File: src/core/mars_pkg.sv
package mars_pkg;
  // ----------------------------------------
  // Silo geometry
  // ----------------------------------------
  localparam int SILO_DEPTH = 64;
  localparam logic [6:0] SILO_FULL = 7'h40;
  localparam logic [6:0] ALARM_LEVEL = 7'h10;
  localparam logic [6:0] ALARM_PRE = 7'h0f;
  // ----------------------------------------
  // Register offsets
  // ----------------------------------------
  localparam logic [7:0] OFF_CTRL = 8'h00;
  localparam logic [7:0] OFF_RXBUF = 8'h04;
  localparam logic [7:0] OFF_LPR = 8'h08;
  localparam logic [7:0] OFF_DTR = 8'h0c;
  localparam logic [7:0] OFF_MODEM = 8'h10;
  localparam logic [7:0] OFF_STAT = 8'h14;
  localparam logic [7:0] OFF_MASK = 8'h18;
  localparam logic [7:0] OFF_COUNT = 8'h1c;
  // ----------------------------------------
  // Field positions
  // ----------------------------------------
  localparam int CTRL_CLR = 0;
  localparam int CTRL_RIE = 1;
  localparam int CTRL_SAE = 2;
  localparam int CTRL_ALARM = 8;
  localparam int RB_VALID = 15;
  localparam int LP_LINE = 0;
  localparam int LP_FIELD = 3;
  localparam int LP_W = 10;
  localparam int IRQ_RX = 0;
  localparam int IRQ_OVR = 1;
  localparam logic [LP_W-1:0] LP_RST = 10'h000;
  // ----------------------------------------
  // Line rates, tenths of a baud
  // ----------------------------------------
  localparam int BAUD_X10 [16] = '{500, 750, 1100, 1345, 1500, 3000, 6000, 12000,
    18000, 20000, 24000, 36000, 48000, 72000, 96000, 192000};
  typedef struct packed {
    logic ovr;
    logic frm;
    logic par;
    logic [2:0] line;
    logic [7:0] data;
  } mars_entry_t;
  // Bit period in clocks for each rate select
  function automatic logic [16*24-1:0] mars_div_table(longint clk_hz);
    logic [16*24-1:0] t;
    t = '0;
    for (int i = 0; i < 16; i++)
    begin
      t[i*24 +: 24] = 24'(clk_hz * 10 / BAUD_X10[i]);
    end
    return t;
  endfunction : mars_div_table
endpackage : mars_pkg

File: src/core/mars_line_if.sv
interface mars_line_if;
  logic rx_level;
  logic [9:0] param;
  logic take;
  logic ready;
  logic [7:0] data;
  logic frm_err;
  logic parity_error_flag;
  modport rx (input rx_level, param, take, output ready, data, frm_err, parity_error_flag);
  modport silo (output rx_level, param, take, input ready, data, frm_err, parity_error_flag);
endinterface : mars_line_if

File: src/core/mars_silo.sv
// Chosen here: the register offsets and the plain strobed port.
module mars_silo
  import mars_pkg::*;
#(
  parameter int LINES = 8,
  parameter longint CLK_HZ = 200_000_000
)
(
  // Clock and control
  input wire logic ref_clk,
  input wire logic sys_rst,
  input wire logic ce,
  // Register port
  input wire logic [7:0] addr,
  input wire logic [31:0] wr_data,
  input wire logic wr_en,
  input wire logic rd_en,
  output logic [31:0] rd_data,
  // Serial lines and modem pins
  input wire logic [LINES-1:0] rx_pin,
  input wire logic [LINES-1:0] cd_pin,
  input wire logic [LINES-1:0] ri_pin,
  input wire logic loop_jumper_pin,
  output logic [LINES-1:0] dtr_pin,
  // Interrupt
  output logic irq
);
  localparam int SW = 3 * LINES + 1;
  localparam int JMP = 3 * LINES;

  typedef struct packed {
    logic [SW-1:0] s1;
    logic [SW-1:0] s2;
    logic [SW-1:0] s3;
    logic [SW-1:0] filt;
    mars_entry_t [SILO_DEPTH-1:0] silo;
    logic [5:0] wptr;
    logic [5:0] rptr;
    logic [6:0] count;
    logic alarm;
    logic ovr_pend;
    logic clr;
    logic receive_interrupt_enable;
    logic silo_alarm_enable;
    logic [LINES-1:0][LP_W-1:0] lp;
    logic [LINES-1:0] dtr;
    logic [1:0] stat;
    logic [1:0] mask;
    logic irq;
    logic [31:0] rd_data;
  } mars_top_state_t;

  mars_top_state_t r, n;
  logic [LINES-1:0] rdy;
  logic [LINES-1:0] rxon;
  logic [LINES-1:0] take;
  logic [LINES-1:0][7:0] ch_data;
  logic [LINES-1:0] ch_frm;
  logic [LINES-1:0] ch_par;
  logic [LINES-1:0] car;
  logic [LINES-1:0] ring;
  logic [SW-1:0] agree;
  logic [2:0] sel;
  logic found;
  logic store;
  logic ovr;
  logic pop;
  logic jumper;

  // ----------------------------------------
  // Line receivers
  // ----------------------------------------
  // All lines run side by side with their own parameter words
  for (genvar g = 0; g < LINES; g++)
  begin : g_line
    mars_line_if lif();
    assign lif.rx_level = r.filt[g];
    assign lif.param = r.lp[g];
    assign lif.take = take[g];
    assign rdy[g] = lif.ready;
    assign ch_data[g] = lif.data;
    assign ch_frm[g] = lif.frm_err;
    assign ch_par[g] = lif.parity_error_flag;
    assign rxon[g] = r.lp[g][LP_W-1];
    mars_line_rx #(
      .CLK_HZ(CLK_HZ)
    ) u_rx (
      .ref_clk(ref_clk),
      .sys_rst(sys_rst),
      .ce(ce),
      .lif(lif.rx)
    );
  end

  // ----------------------------------------
  // Pin conditioning and modem view
  // ----------------------------------------
  // A level counts once the second and third stages agree
  assign agree = ~(r.s2 ^ r.s3);
  assign jumper = r.filt[JMP];
  assign car = jumper ? r.dtr : r.filt[2*LINES-1:LINES];
  assign ring = jumper ? r.dtr : r.filt[3*LINES-1:2*LINES];

  // ----------------------------------------
  // Line arbitration
  // ----------------------------------------
  // Lowest ready line wins; a character lasts far longer than one scan
  always_comb
  begin
    found = 1'b0;
    sel = 3'h0;
    for (int i = LINES - 1; i >= 0; i--)
    begin
      if (rdy[i] && rxon[i])
      begin
        found = 1'b1;
        sel = 3'(i);
      end
    end
  end

  // Lines switched off are drained and their characters dropped
  always_comb
  begin
    for (int i = 0; i < LINES; i++)
    begin
      take[i] = rdy[i] && (!rxon[i] || (found && sel == 3'(i)));
    end
  end

  // ----------------------------------------
  // Silo control
  // ----------------------------------------
  assign pop = rd_en && addr == OFF_RXBUF && r.count != 7'h00;
  assign store = found && r.count != SILO_FULL;
  assign ovr = found && r.count == SILO_FULL;

  // Next state of silo, registers and pin stages
  always_comb
  begin
    n = r;
    n.s1 = {loop_jumper_pin, ri_pin, cd_pin, rx_pin};
    n.s2 = r.s1;
    n.s3 = r.s2;
    n.filt = (r.s3 & agree) | (r.filt & ~agree);
    n.rd_data = 32'h0;
    if (store)
    begin
      n.silo[r.wptr] = '{ovr: r.ovr_pend, frm: ch_frm[sel], par: ch_par[sel],
        line: sel, data: ch_data[sel]};
      n.wptr = r.wptr + 6'h01;
      n.ovr_pend = 1'b0;
    end
    if (ovr)
    begin
      // The lost character is flagged on the one stored after it
      n.ovr_pend = 1'b1;
      n.stat[IRQ_OVR] = 1'b1;
    end
    if (pop)
    begin
      n.rptr = r.rptr + 6'h01;
      n.alarm = 1'b0;
    end
    n.count = r.count + {6'h00, store} - {6'h00, pop};
    // A read in the same cycle keeps the count at fifteen, so no alarm
    if (store && !pop && r.count == ALARM_PRE)
    begin
      n.alarm = 1'b1;
    end
    // ----------------------------------------
    // Register writes
    // ----------------------------------------
    if (wr_en)
    begin
      unique case (addr)
        OFF_CTRL:
        begin
          n.clr = wr_data[CTRL_CLR];
          n.receive_interrupt_enable = wr_data[CTRL_RIE];
          n.silo_alarm_enable = wr_data[CTRL_SAE];
        end
        OFF_LPR:
        begin
          if (32'(wr_data[LP_LINE +: 3]) < LINES)
          begin
            n.lp[wr_data[LP_LINE +: 3]] = wr_data[LP_FIELD +: LP_W];
          end
        end
        OFF_DTR:
        begin
          n.dtr = wr_data[LINES-1:0];
        end
        OFF_STAT:
        begin
          n.stat = r.stat & ~wr_data[1:0];
        end
        OFF_MASK:
        begin
          n.mask = wr_data[1:0];
        end
        default:
        begin
        end
      endcase
    end
    // Set after the clear so an event in the clearing cycle survives
    if (ovr)
    begin
      n.stat[IRQ_OVR] = 1'b1;
    end
    if (store && r.receive_interrupt_enable && (!r.silo_alarm_enable || (r.count == ALARM_PRE && !pop)))
    begin
      n.stat[IRQ_RX] = 1'b1;
    end
    // ----------------------------------------
    // Register reads
    // ----------------------------------------
    if (rd_en)
    begin
      unique case (addr)
        OFF_CTRL:
        begin
          n.rd_data[CTRL_CLR] = r.clr;
          n.rd_data[CTRL_RIE] = r.receive_interrupt_enable;
          n.rd_data[CTRL_SAE] = r.silo_alarm_enable;
          n.rd_data[CTRL_ALARM] = r.alarm;
        end
        OFF_RXBUF:
        begin
          if (pop)
          begin
            n.rd_data[RB_VALID] = 1'b1;
            // Flags sit in 14:12, bit 11 stays spare
            n.rd_data[14:0] = {r.silo[r.rptr][13:11], 1'b0, r.silo[r.rptr][10:0]};
          end
        end
        OFF_DTR:
        begin
          n.rd_data[LINES-1:0] = r.dtr;
        end
        OFF_MODEM:
        begin
          n.rd_data[LINES-1:0] = car;
          n.rd_data[LINES+15:16] = ring;
        end
        OFF_STAT:
        begin
          n.rd_data[1:0] = r.stat;
        end
        OFF_MASK:
        begin
          n.rd_data[1:0] = r.mask;
        end
        OFF_COUNT:
        begin
          n.rd_data[6:0] = r.count;
        end
        default:
        begin
        end
      endcase
    end
    // Clear command acts one cycle after its write and then drops itself
    if (r.clr)
    begin
      n.clr = 1'b0;
      n.wptr = 6'h00;
      n.rptr = 6'h00;
      n.count = 7'h00;
      n.alarm = 1'b0;
      n.ovr_pend = 1'b0;
      n.receive_interrupt_enable = 1'b0;
      n.silo_alarm_enable = 1'b0;
    end
    n.irq = |(n.stat & n.mask);
  end

  // Whole state in one register, frozen while the enable is low
  always_ff @(posedge ref_clk)
  begin
    if (sys_rst)
    begin
      r <= '0;
    end
    else if (ce)
    begin
      r <= n;
    end
  end

  assign rd_data = r.rd_data;
  assign dtr_pin = r.dtr;
  assign irq = r.irq;
endmodule : mars_silo

File: src/core/mars_line_rx.sv
module mars_line_rx
  import mars_pkg::*;
#(
  parameter longint CLK_HZ = 200_000_000
)
(
  // Clock and control
  input wire logic ref_clk,
  input wire logic sys_rst,
  input wire logic ce,
  // Silo side
  mars_line_if.rx lif
);
  localparam logic [16*24-1:0] DIVS = mars_div_table(CLK_HZ);
  typedef enum logic [2:0] {RX_IDLE, RX_START, RX_DATA, RX_PAR, RX_STOP} mars_rx_st_t;
  typedef struct packed {
    mars_rx_st_t st;
    logic [23:0] cnt;
    logic [2:0] bitn;
    logic [7:0] shreg;
    logic par;
    logic pe;
    logic prev;
    logic ready;
    logic [7:0] data;
    logic frm;
    logic pe_out;
  } mars_rx_state_t;
  mars_rx_state_t r, n;
  logic [23:0] div;
  logic [2:0] last;

  // ----------------------------------------
  // Character framing
  // ----------------------------------------
  assign div = DIVS[lif.param[8:5]*24 +: 24];
  assign last = 3'h4 + {1'b0, lif.param[1:0]};

  // One frame per line; each line owns its own copy and format
  always_comb
  begin
    n = r;
    n.prev = lif.rx_level;
    if (lif.take)
    begin
      n.ready = 1'b0;
    end
    if (r.cnt != 24'h0)
    begin
      n.cnt = r.cnt - 24'h1;
    end
    unique case (r.st)
      RX_IDLE:
      begin
        // Falling edge only, so a held break is not re-read as starts
        if (lif.param[9] && r.prev && !lif.rx_level)
        begin
          n.st = RX_START;
          n.cnt = {1'b0, div[23:1]};
        end
      end
      RX_START:
      begin
        if (r.cnt == 24'h0)
        begin
          n.st = lif.rx_level ? RX_IDLE : RX_DATA;
          n.cnt = div - 24'h1;
          n.bitn = 3'h0;
          n.par = 1'b0;
          n.pe = 1'b0;
        end
      end
      RX_DATA:
      begin
        if (r.cnt == 24'h0)
        begin
          n.shreg = {lif.rx_level, r.shreg[7:1]};
          n.par = r.par ^ lif.rx_level;
          n.bitn = r.bitn + 3'h1;
          n.cnt = div - 24'h1;
          if (r.bitn == last)
          begin
            n.st = lif.param[3] ? RX_PAR : RX_STOP;
          end
        end
      end
      RX_PAR:
      begin
        if (r.cnt == 24'h0)
        begin
          n.pe = (r.par ^ lif.rx_level) != lif.param[4];
          n.cnt = div - 24'h1;
          n.st = RX_STOP;
        end
      end
      RX_STOP:
      begin
        // Only the first stop bit is checked, so two stops never slow the receiver
        if (r.cnt == 24'h0)
        begin
          n.ready = 1'b1;
          n.data = r.shreg >> (2'h3 - lif.param[1:0]);
          n.frm = !lif.rx_level;
          n.pe_out = r.pe;
          n.st = RX_IDLE;
        end
      end
    endcase
  end

  always_ff @(posedge ref_clk)
  begin
    if (sys_rst)
    begin
      r <= '0;
    end
    else if (ce)
    begin
      r <= n;
    end
  end

  assign lif.ready = r.ready;
  assign lif.data = r.data;
  assign lif.frm_err = r.frm;
  assign lif.parity_error_flag = r.pe_out;
endmodule : mars_line_rx

File: config.mk
export PLATFORM = sky130hd
export DESIGN_NAME = mars_silo
export DESIGN_NICKNAME = d
export VERILOG_FILES = /design/src/core/mars_pkg.sv /design/src/core/mars_line_if.sv /design/src/core/mars_silo.sv /design/src/core/mars_line_rx.sv
export SDC_FILE = /design/constraint.sdc
export NUM_CORES = 2
export LEC_CHECK = 0
export ABC_AREA = 1
export ABC_CLOCK_PERIOD_IN_PS = 4600
export BUFFER_PORTS_ARGS = -buffer_cell sky130_fd_sc_hd__buf_4
export CELL_PAD_IN_SITES_DETAIL_PLACEMENT = 1
export CELL_PAD_IN_SITES_GLOBAL_PLACEMENT = 1
export CORE_ASPECT_RATIO = 0.5
export CORE_MARGIN = 5
export CORE_UTILIZATION = 40
export DETAILED_ROUTE_END_ITERATION = 7
export PLACE_DENSITY_LB_ADDON = 0.1
export SETUP_SLACK_MARGIN = 0.02
export SLEW_MARGIN = 0
export SYNTH_ARGS = -nofsm -noshare
export SYNTH_HDL_FRONTEND = slang
export SYNTH_SLANG_ARGS = --single-unit
File: constraint.sdc
create_clock -name ref_clk -period 4.6 [get_ports ref_clk]
set_input_delay 1.38 -clock ref_clk [delete_from_list [all_inputs] [get_ports ref_clk]]
set_output_delay 1.38 -clock ref_clk [all_outputs]
set_load 0.01 [all_outputs]
# ---- Yosys cells after proc, flatten, opt, wreduce, memory -nomap -nowiden
# Cells that the tools add are included.
dict set report word_totals {
  register_bits 1553
  out_inout_bits 41
}
dict set report op_classes {
  magnitude_cmp 6
  n_shift 16
  mux 209
  bitwise 17
  reduce_logical 176
  mul 8
  n_eq_ne 113
  add_sub_neg 44
}
# cell n
set op_table {}
lappend op_table {{variable part select 384 x 10 -> 24 bit, first input constant} 8}
lappend op_table {{bitwise mux 896 bit} 1}
lappend op_table {{case mux 24 bit (4 select lines)} 8}
lappend op_table {{2-to-1 mux 27 bit} 16}
lappend op_table {{subtractor 24 x 1 -> 24 bit, second input constant} 16}
lappend op_table {{2-to-1 mux 39 bit} 8}
lappend op_table {{2-to-1 mux 24 bit} 10}
lappend op_table {{2-to-1 mux 30 bit} 8}
lappend op_table {{logical NOT 24 bit} 8}
lappend op_table {{nonzero test 24 bit} 8}
lappend op_table {{2-to-1 mux 11 bit} 16}
lappend op_table {{case mux 3 bit (5 select lines)} 8}
lappend op_table {{2-to-1 mux 3 bit} 33}
lappend op_table {{!= test 2 x 1 -> 1 bit, second input constant} 48}
lappend op_table {{2-to-1 mux 95 bit} 1}
lappend op_table {{binary-select mux 14 bit (select 6 bit)} 1}
lappend op_table {{demux 14 bit (select 6 bit)} 1}
lappend op_table {{bitwise mux 80 bit} 1}
lappend op_table {{2-to-1 mux 80 bit} 1}
lappend op_table {{AND reduction 4 bit} 16}
lappend op_table {{>> shifter 8 x 2 -> 8 bit} 8}
lappend op_table {{AND reduction 3 bit} 19}
lappend op_table {{AND reduction 7 bit} 8}
lappend op_table {{equality test 3 x 2 -> 1 bit, second input constant} 18}
lappend op_table {{other kinds (55)} 319}

# ---- Depth between registers and ports, before layout
dict set report depth {
  ltp_word 16
  depth_mapped 21
  mapped_depth_nobuf 21
}

# ---- Modules after synthesis
# From an unflattened synthesis, not the netlist that was laid out.
dict set report hier_totals {
  cells_unflattened 13341
  area_unflattened_um2 87256.2
}
# mod cells_each n_inst area_each_um2
set by_module_without_submodules {}
lappend by_module_without_submodules {mars_silo 6797 1 48632.9}
lappend by_module_without_submodules {{mars_line_rx at g_line[4].u_rx ...} 813 3 4809.6}
lappend by_module_without_submodules {{mars_line_rx at g_line[1].u_rx ...} 820 3 4804.6}
lappend by_module_without_submodules {{mars_line_rx at g_line[0].u_rx} 798 1 4897.2}
lappend by_module_without_submodules {{mars_line_rx at g_line[7].u_rx} 847 1 4883.4}

# ---- Worst setup path before layout
# No wires, ideal clock.
dict set report synth_timing {
  path_kind {input port to flip-flop}
  startpoint {input addr[7]}
  endpoint {register r[136] (netlist name)}
  setup_ns 0.132
  arrival_ns 3.752
  path_slack_ns 0.716
  cell_stages 20
  t_required_ns 4.468
  path_buffers 0
  cell_sequence {nor2_1 nand3_1 nor2_1 nand2_1 nor2_1 inv_2 ha_1 inv_1 ha_1 fa_1 nand2_1 a21oi_1 nor2_1 nor2_1 nor2_1 nor2_1 nor2_1 a21oi_1 o21ai_0 a21oi_1}
}
dict set report synth_via {
  elab_chain_cells 5
}
# element line_no
set synth_lines {}
lappend synth_lines {{from (decl)} mars_silo.sv:14} ;# input wire logic [7:0] addr,
lappend synth_lines {{equality test 8 x 3 -> 1 bit} mars_silo.sv:134} ;# assign pop = rd_en && addr == OFF_RXBUF && r.count != 7'h00;
lappend synth_lines {{logical AND 1 bit (2 in series)} mars_silo.sv:134}
lappend synth_lines {{subtractor 7 x 1 -> 7 bit} mars_silo.sv:165} ;# n.count = r.count + {6'h00, store} - {6'h00, pop};
lappend synth_lines {{2-to-1 mux 24 bit} mars_silo.sv:265} ;# if (r.clr)
lappend synth_lines {{to (signal assigned)} mars_silo.sv:288} ;# r <= n;
lappend synth_lines {{to (decl)} mars_silo.sv:53} ;# mars_top_state_t r, n;
# No other way between the ends.
# A chain may end at the register's enable or synchronous reset.

# ---- Worst setup path after layout
dict set report layout_timing {
  startpoint {register r, in the netlist g_line[0].lif.param[9]}
  endpoint {register r[958] (netlist name)}
}
dict set report layout_via {
  elab_chain_cells 5
  word_cells_on_any_way 8
  cone_classes {5 x mux; 3 x reduce/logical}
}
# element line_no
set layout_lines {}
lappend layout_lines {{logical AND 1 bit (*)} mars_silo.sv:114} ;# if (rdy[i] && rxon[i])
lappend layout_lines {{2-to-1 mux 3 bit} mars_silo.sv:114}
lappend layout_lines {{binary-select mux 1 bit (select 3 bit)} mars_silo.sv:149} ;# n.silo[r.wptr] = '{ovr: r.ovr_pend, frm: ch_frm[sel], par: ch_par[sel],
lappend layout_lines {{2-to-1 mux 1 bit (implied by the code)} mars_silo.sv:149}
lappend layout_lines {{bitwise mux 896 bit} mars_silo.sv:149}
# Mark *: on every way between the ends. The rest lies on a longest branch, timed or not. The select of a mux whose other input is x is not followed.

==> impl_metrics.toml <==
[timing]
maxSlewHeadroom = 0.1383
period_minus_slack_ns = 3.638
rsz0062_at_grt = "no"
fin_hold_ws_ns = 0.4484
setup_viol = 0
hold_violations = 0
fin_skew_ns = 0.07084
min_period_over_period = 0.7908
worst_pin_slew_ns = 1.292
slew_violations = 0
setup_tns_ns = 0
max_freq_mhz = 274.9

[synthesis]
synthXorXnorAreaFrac = 0.01597
synthArstFlopShare = 0
synthCells = 12070
synth_area_per_cell_um2 = 6.725
synth-compound-area-share = 0.2770
synthAdderAreaFrac = 0.01597
synth.ff_latch_count = 1544
synth_flop_cell = "dfxtp_1"
muxShareOfSynthArea = 0.001603
yosysWarnings = 0
synth_top_family_by_area = "compound AO/OA/AOI/OAI gates"
syn-cell-area_mm2 = 0.08118
ys_types = 72
synth_edf_count = 0
yosysSeqAreaShare = 0.3807
synth-simple-area-share = 0.2168

[route]
drt_iter0_drc = 5934
wl_per_cell_um = 20.97
final_antenna_net_count = 0
vias_per_cell = 5.680
drcViolationCount = 0
wirelength_um = 303900
wl_met1_um = 145400
firstDrtPassIters = 6
num_vias = 82330
top_layer = "met4"
met2_length_um = 137600
dr_wl_met3_um = 13120

[global_routing]
grt.overflow.total = 0
grt_pass1_wl_um = 473400
antenna_found_initial = 10
grtUsageTotal = 0.2744
grt_pass1_vias = 80820
grt_max_degree = 141

[clocking]
clockBufferDepth = 4
cts_tree = "yes"
clockRootBuffer = "clkbuf_16"
post_cts_resized = 0
cts.clk_slew.worst_paths_ns = 0.07
cts_sinks = 1544
post_cts_buffers = 0
numCtsBuffers = 163
clk_latency_ns = 0.86
hold_buffers = 0
htreeDepth = 4

[finish]
post-route-util = 0.4410
n_fill_cell = 25860
syn2layout_area_growth_pct = 9.127
layout.nets = 11840
drive_gt1_frac = 0.05681

[setup_path]
end_kind = "flop"
worstPathRequired_ns = 5.30
crit_top_cell = "nand2_1"
start_kind = "flop"
reg2reg_depth = 13
path_cells = "nand2_1 > nand2_1 > nor2_1 > inv_2 > nor2_2 > clkinv_2 > buf_4 > nand2_1 > a21oi_1 > nand3_1 > nand2_4 > buf_12 > a21oi_1"
max_stage_delay_ns = 0.77
path_delay_family = "simple AND/OR/NAND/NOR gates"
worstPathMaxFanout = 63
r2r_slack_ns = 0.96
cp_slowest_cell = "buf_4"
regToRegEndpoint = "r[958]"
arrival_ns = 4.34
cp_num_buf_inv = 4
crit_type = "reg -> reg"
r2r_start = "g_line[0].lif.param[9]"

[floorplan]
die_h_um = 328.6
start_util = 0.4041
die_w_um = 647.1
coreArea_mm2 = 0.2009
die-area_mm2 = 0.2126
rows = 116
io_pins = 111

[pwr]
peakVddDrop_mv = 0.2898
p_leak_nw = 36.21
power.density_mw_per_mm2 = 342.2

[hold_path]
hold_depth = 2
min_path_type = "reg -> reg"
min_from = "n[1077]"

[place]
port_buffers = 82
place_hpwl_um = 199500
globalplace.congestion = 0.8794

[flow_run]
timing.max_cap.violations = 0

[status]
outcome = "complete, no violations"
cell usage in the layout, fill, tap and decap left out, types with 120 or more instances in the layout:
master | netlist | final
dfxtp_1 | 1544 | 1541
nor2_1 | 1460 | 1458
nand3_1 | 617 | 617
nand2_1 | 1743 | 1743
o211ai_1 | 165 | 165
buf_4 | 59 | 219
inv_1 | 970 | 963
clkbuf_16 | 0 | 165
o21ai_0 | 2083 | 2083
a21oi_1 | 1630 | 1630
xor2_1 | 120 | 120
state kept, by name (all words and copies together) (netlist names), named ones only:
| signal | cells |
|---|---|
| g_line.u_rx.lif.ready | 8 |
| dtr_pin | 8 |
| g_line.u_rx.lif.data | 64 |
| r | 949 |
| g_line.u_rx.lif.parity_error_flag | 8 |
| g_line.lif.param | 72 |
| g_line.u_rx.lif.frm_err | 8 |
| g_line.u_rx.r | 328 |
| irq | 1 |
| rd_data | 23 |
| n | 50 |
kinds of logic after synthesis:
logic type | after synthesis
other | 1
AOI/OAI and AO/OA | 4243
xor gates and xnor gates | 148
muxes | 13
buffers and inverters | 1836
and+or+nand+nor | 4184
adders and majority gates | 103
DFF | 1544
synth_stat cells (11+ instances only):
master / instances / area share
o21ai_0: 2083 / 0.13
nand2_1: 1743 / 0.081
a21oi_1: 1630 / 0.10
dfxtp_1: 1544 / 0.38
nor2_1: 1460 / 0.068
inv_1: 970 / 0.045
nand3_1: 617 / 0.038
clkbuf_1: 485 / 0.022
buf_2: 253 / 0.016
o211ai_1: 165 / 0.015
xor2_1: 120 / 0.013
ha_1: 102 / 0.016
nor3_1: 95 / 0.0059
nand4_1: 93 / 0.0072
o22ai_1: 85 / 0.0066
a31oi_1: 67 / 0.0052
buf_4: 59 / 0.0055
nor2_2: 52 / 0.0040
a211oi_1: 41 / 0.0038
buf_1: 35 / 0.0016
xnor2_1: 28 / 0.0030
o21a_1: 27 / 0.0025
or2_2: 24 / 0.0018
nor2_4: 22 / 0.0031
nand3b_1: 20 / 0.0018
o221ai_1: 19 / 0.0020
inv_2: 17 / 0.00079
o31ai_1: 17 / 0.0016
a22oi_1: 14 / 0.0013
o2111ai_1: 14 / 0.0015
mux2i_1: 13 / 0.0016
a41oi_1: 12 / 0.0013
clkinv_1: 12 / 0.00055
nand2_2: 12 / 0.00092
a221oi_1: 11 / 0.0012
worst max-delay path by stage:
stage / slack (ns) / from / end / depth (start not counted)
after floorplan: 0.72 / addr[7] / r[136] / 20
after global placement: 0.24 / addr[7] / r[136] / 21
after detailed placement: 0.25 / addr[7] / r[136] / 21
after CTS: 1.00 / g_line[0].lif.param[9] / r[958] / 13
after global routing: 0.85 / g_line[6].lif.param[7] / g_line[6].u_rx.r[35] / 14
final: 0.96 / g_line[0].lif.param[9] / r[958] / 13
where the power goes:
part / internal (mW) / total (mW) / leakage [nW] / switching [mW]
clock: 7.45 / 13.3 / 2.50 / 5.87
sequential: 13.6 / 13.9 / 12.5 / 0.279
combinational: 0.977 / 3.11 / 21.2 / 2.13
total: 22.0 / 30.3 / 36.2 / 8.28
layer usage:
layer	up-vias	global-route usage
met5	-	0
met4	0	0.06979
met3	372	0.02983
met2	1600	0.4484
met1	40540	0.3855
li1	39810	-
through the flow:
stage | worst slack [ns] | area, um^2 | total power [mW] | cells
2_1_floorplan | 0.7160 | 81210 | 16.31 | 12080
3_3_place_gp | 0.2383 | 83500 | 17.19 | 14220
3_5_place_dp | 0.2533 | 83500 | 17.26 | 14220
4_1_cts | 1.003 | 88580 | 30.59 | 14490
5_1_grt | 0.8515 | 88580 | 31.60 | 14490
6_report | 0.9621 | 88590 | 30.32 | 14490
area by class of cell:
type	instances	area [um^2]	area share
multi-input combinational	8700	42920	0.4845
clock buffer	225	4624	0.05220
clock inverter	46	459.2	0.005183
tap	2714	3396	0.03833
antenna	4	10.01	0.0001130
timing repair buffer	261	2475	0.02794
sequential	1544	30920	0.3490
inverter	1000	3789	0.04277
worst min-delay path, delay by kind of cell, from the launching register on:
family / cells / cell delay (ns)
AO/OA/AOI/OAI: 1 / 0.07
flip-flops: 1 / 0.31
AND/OR/NAND/NOR: 1 / 0.08
Power figures use the tool's default switching activity.
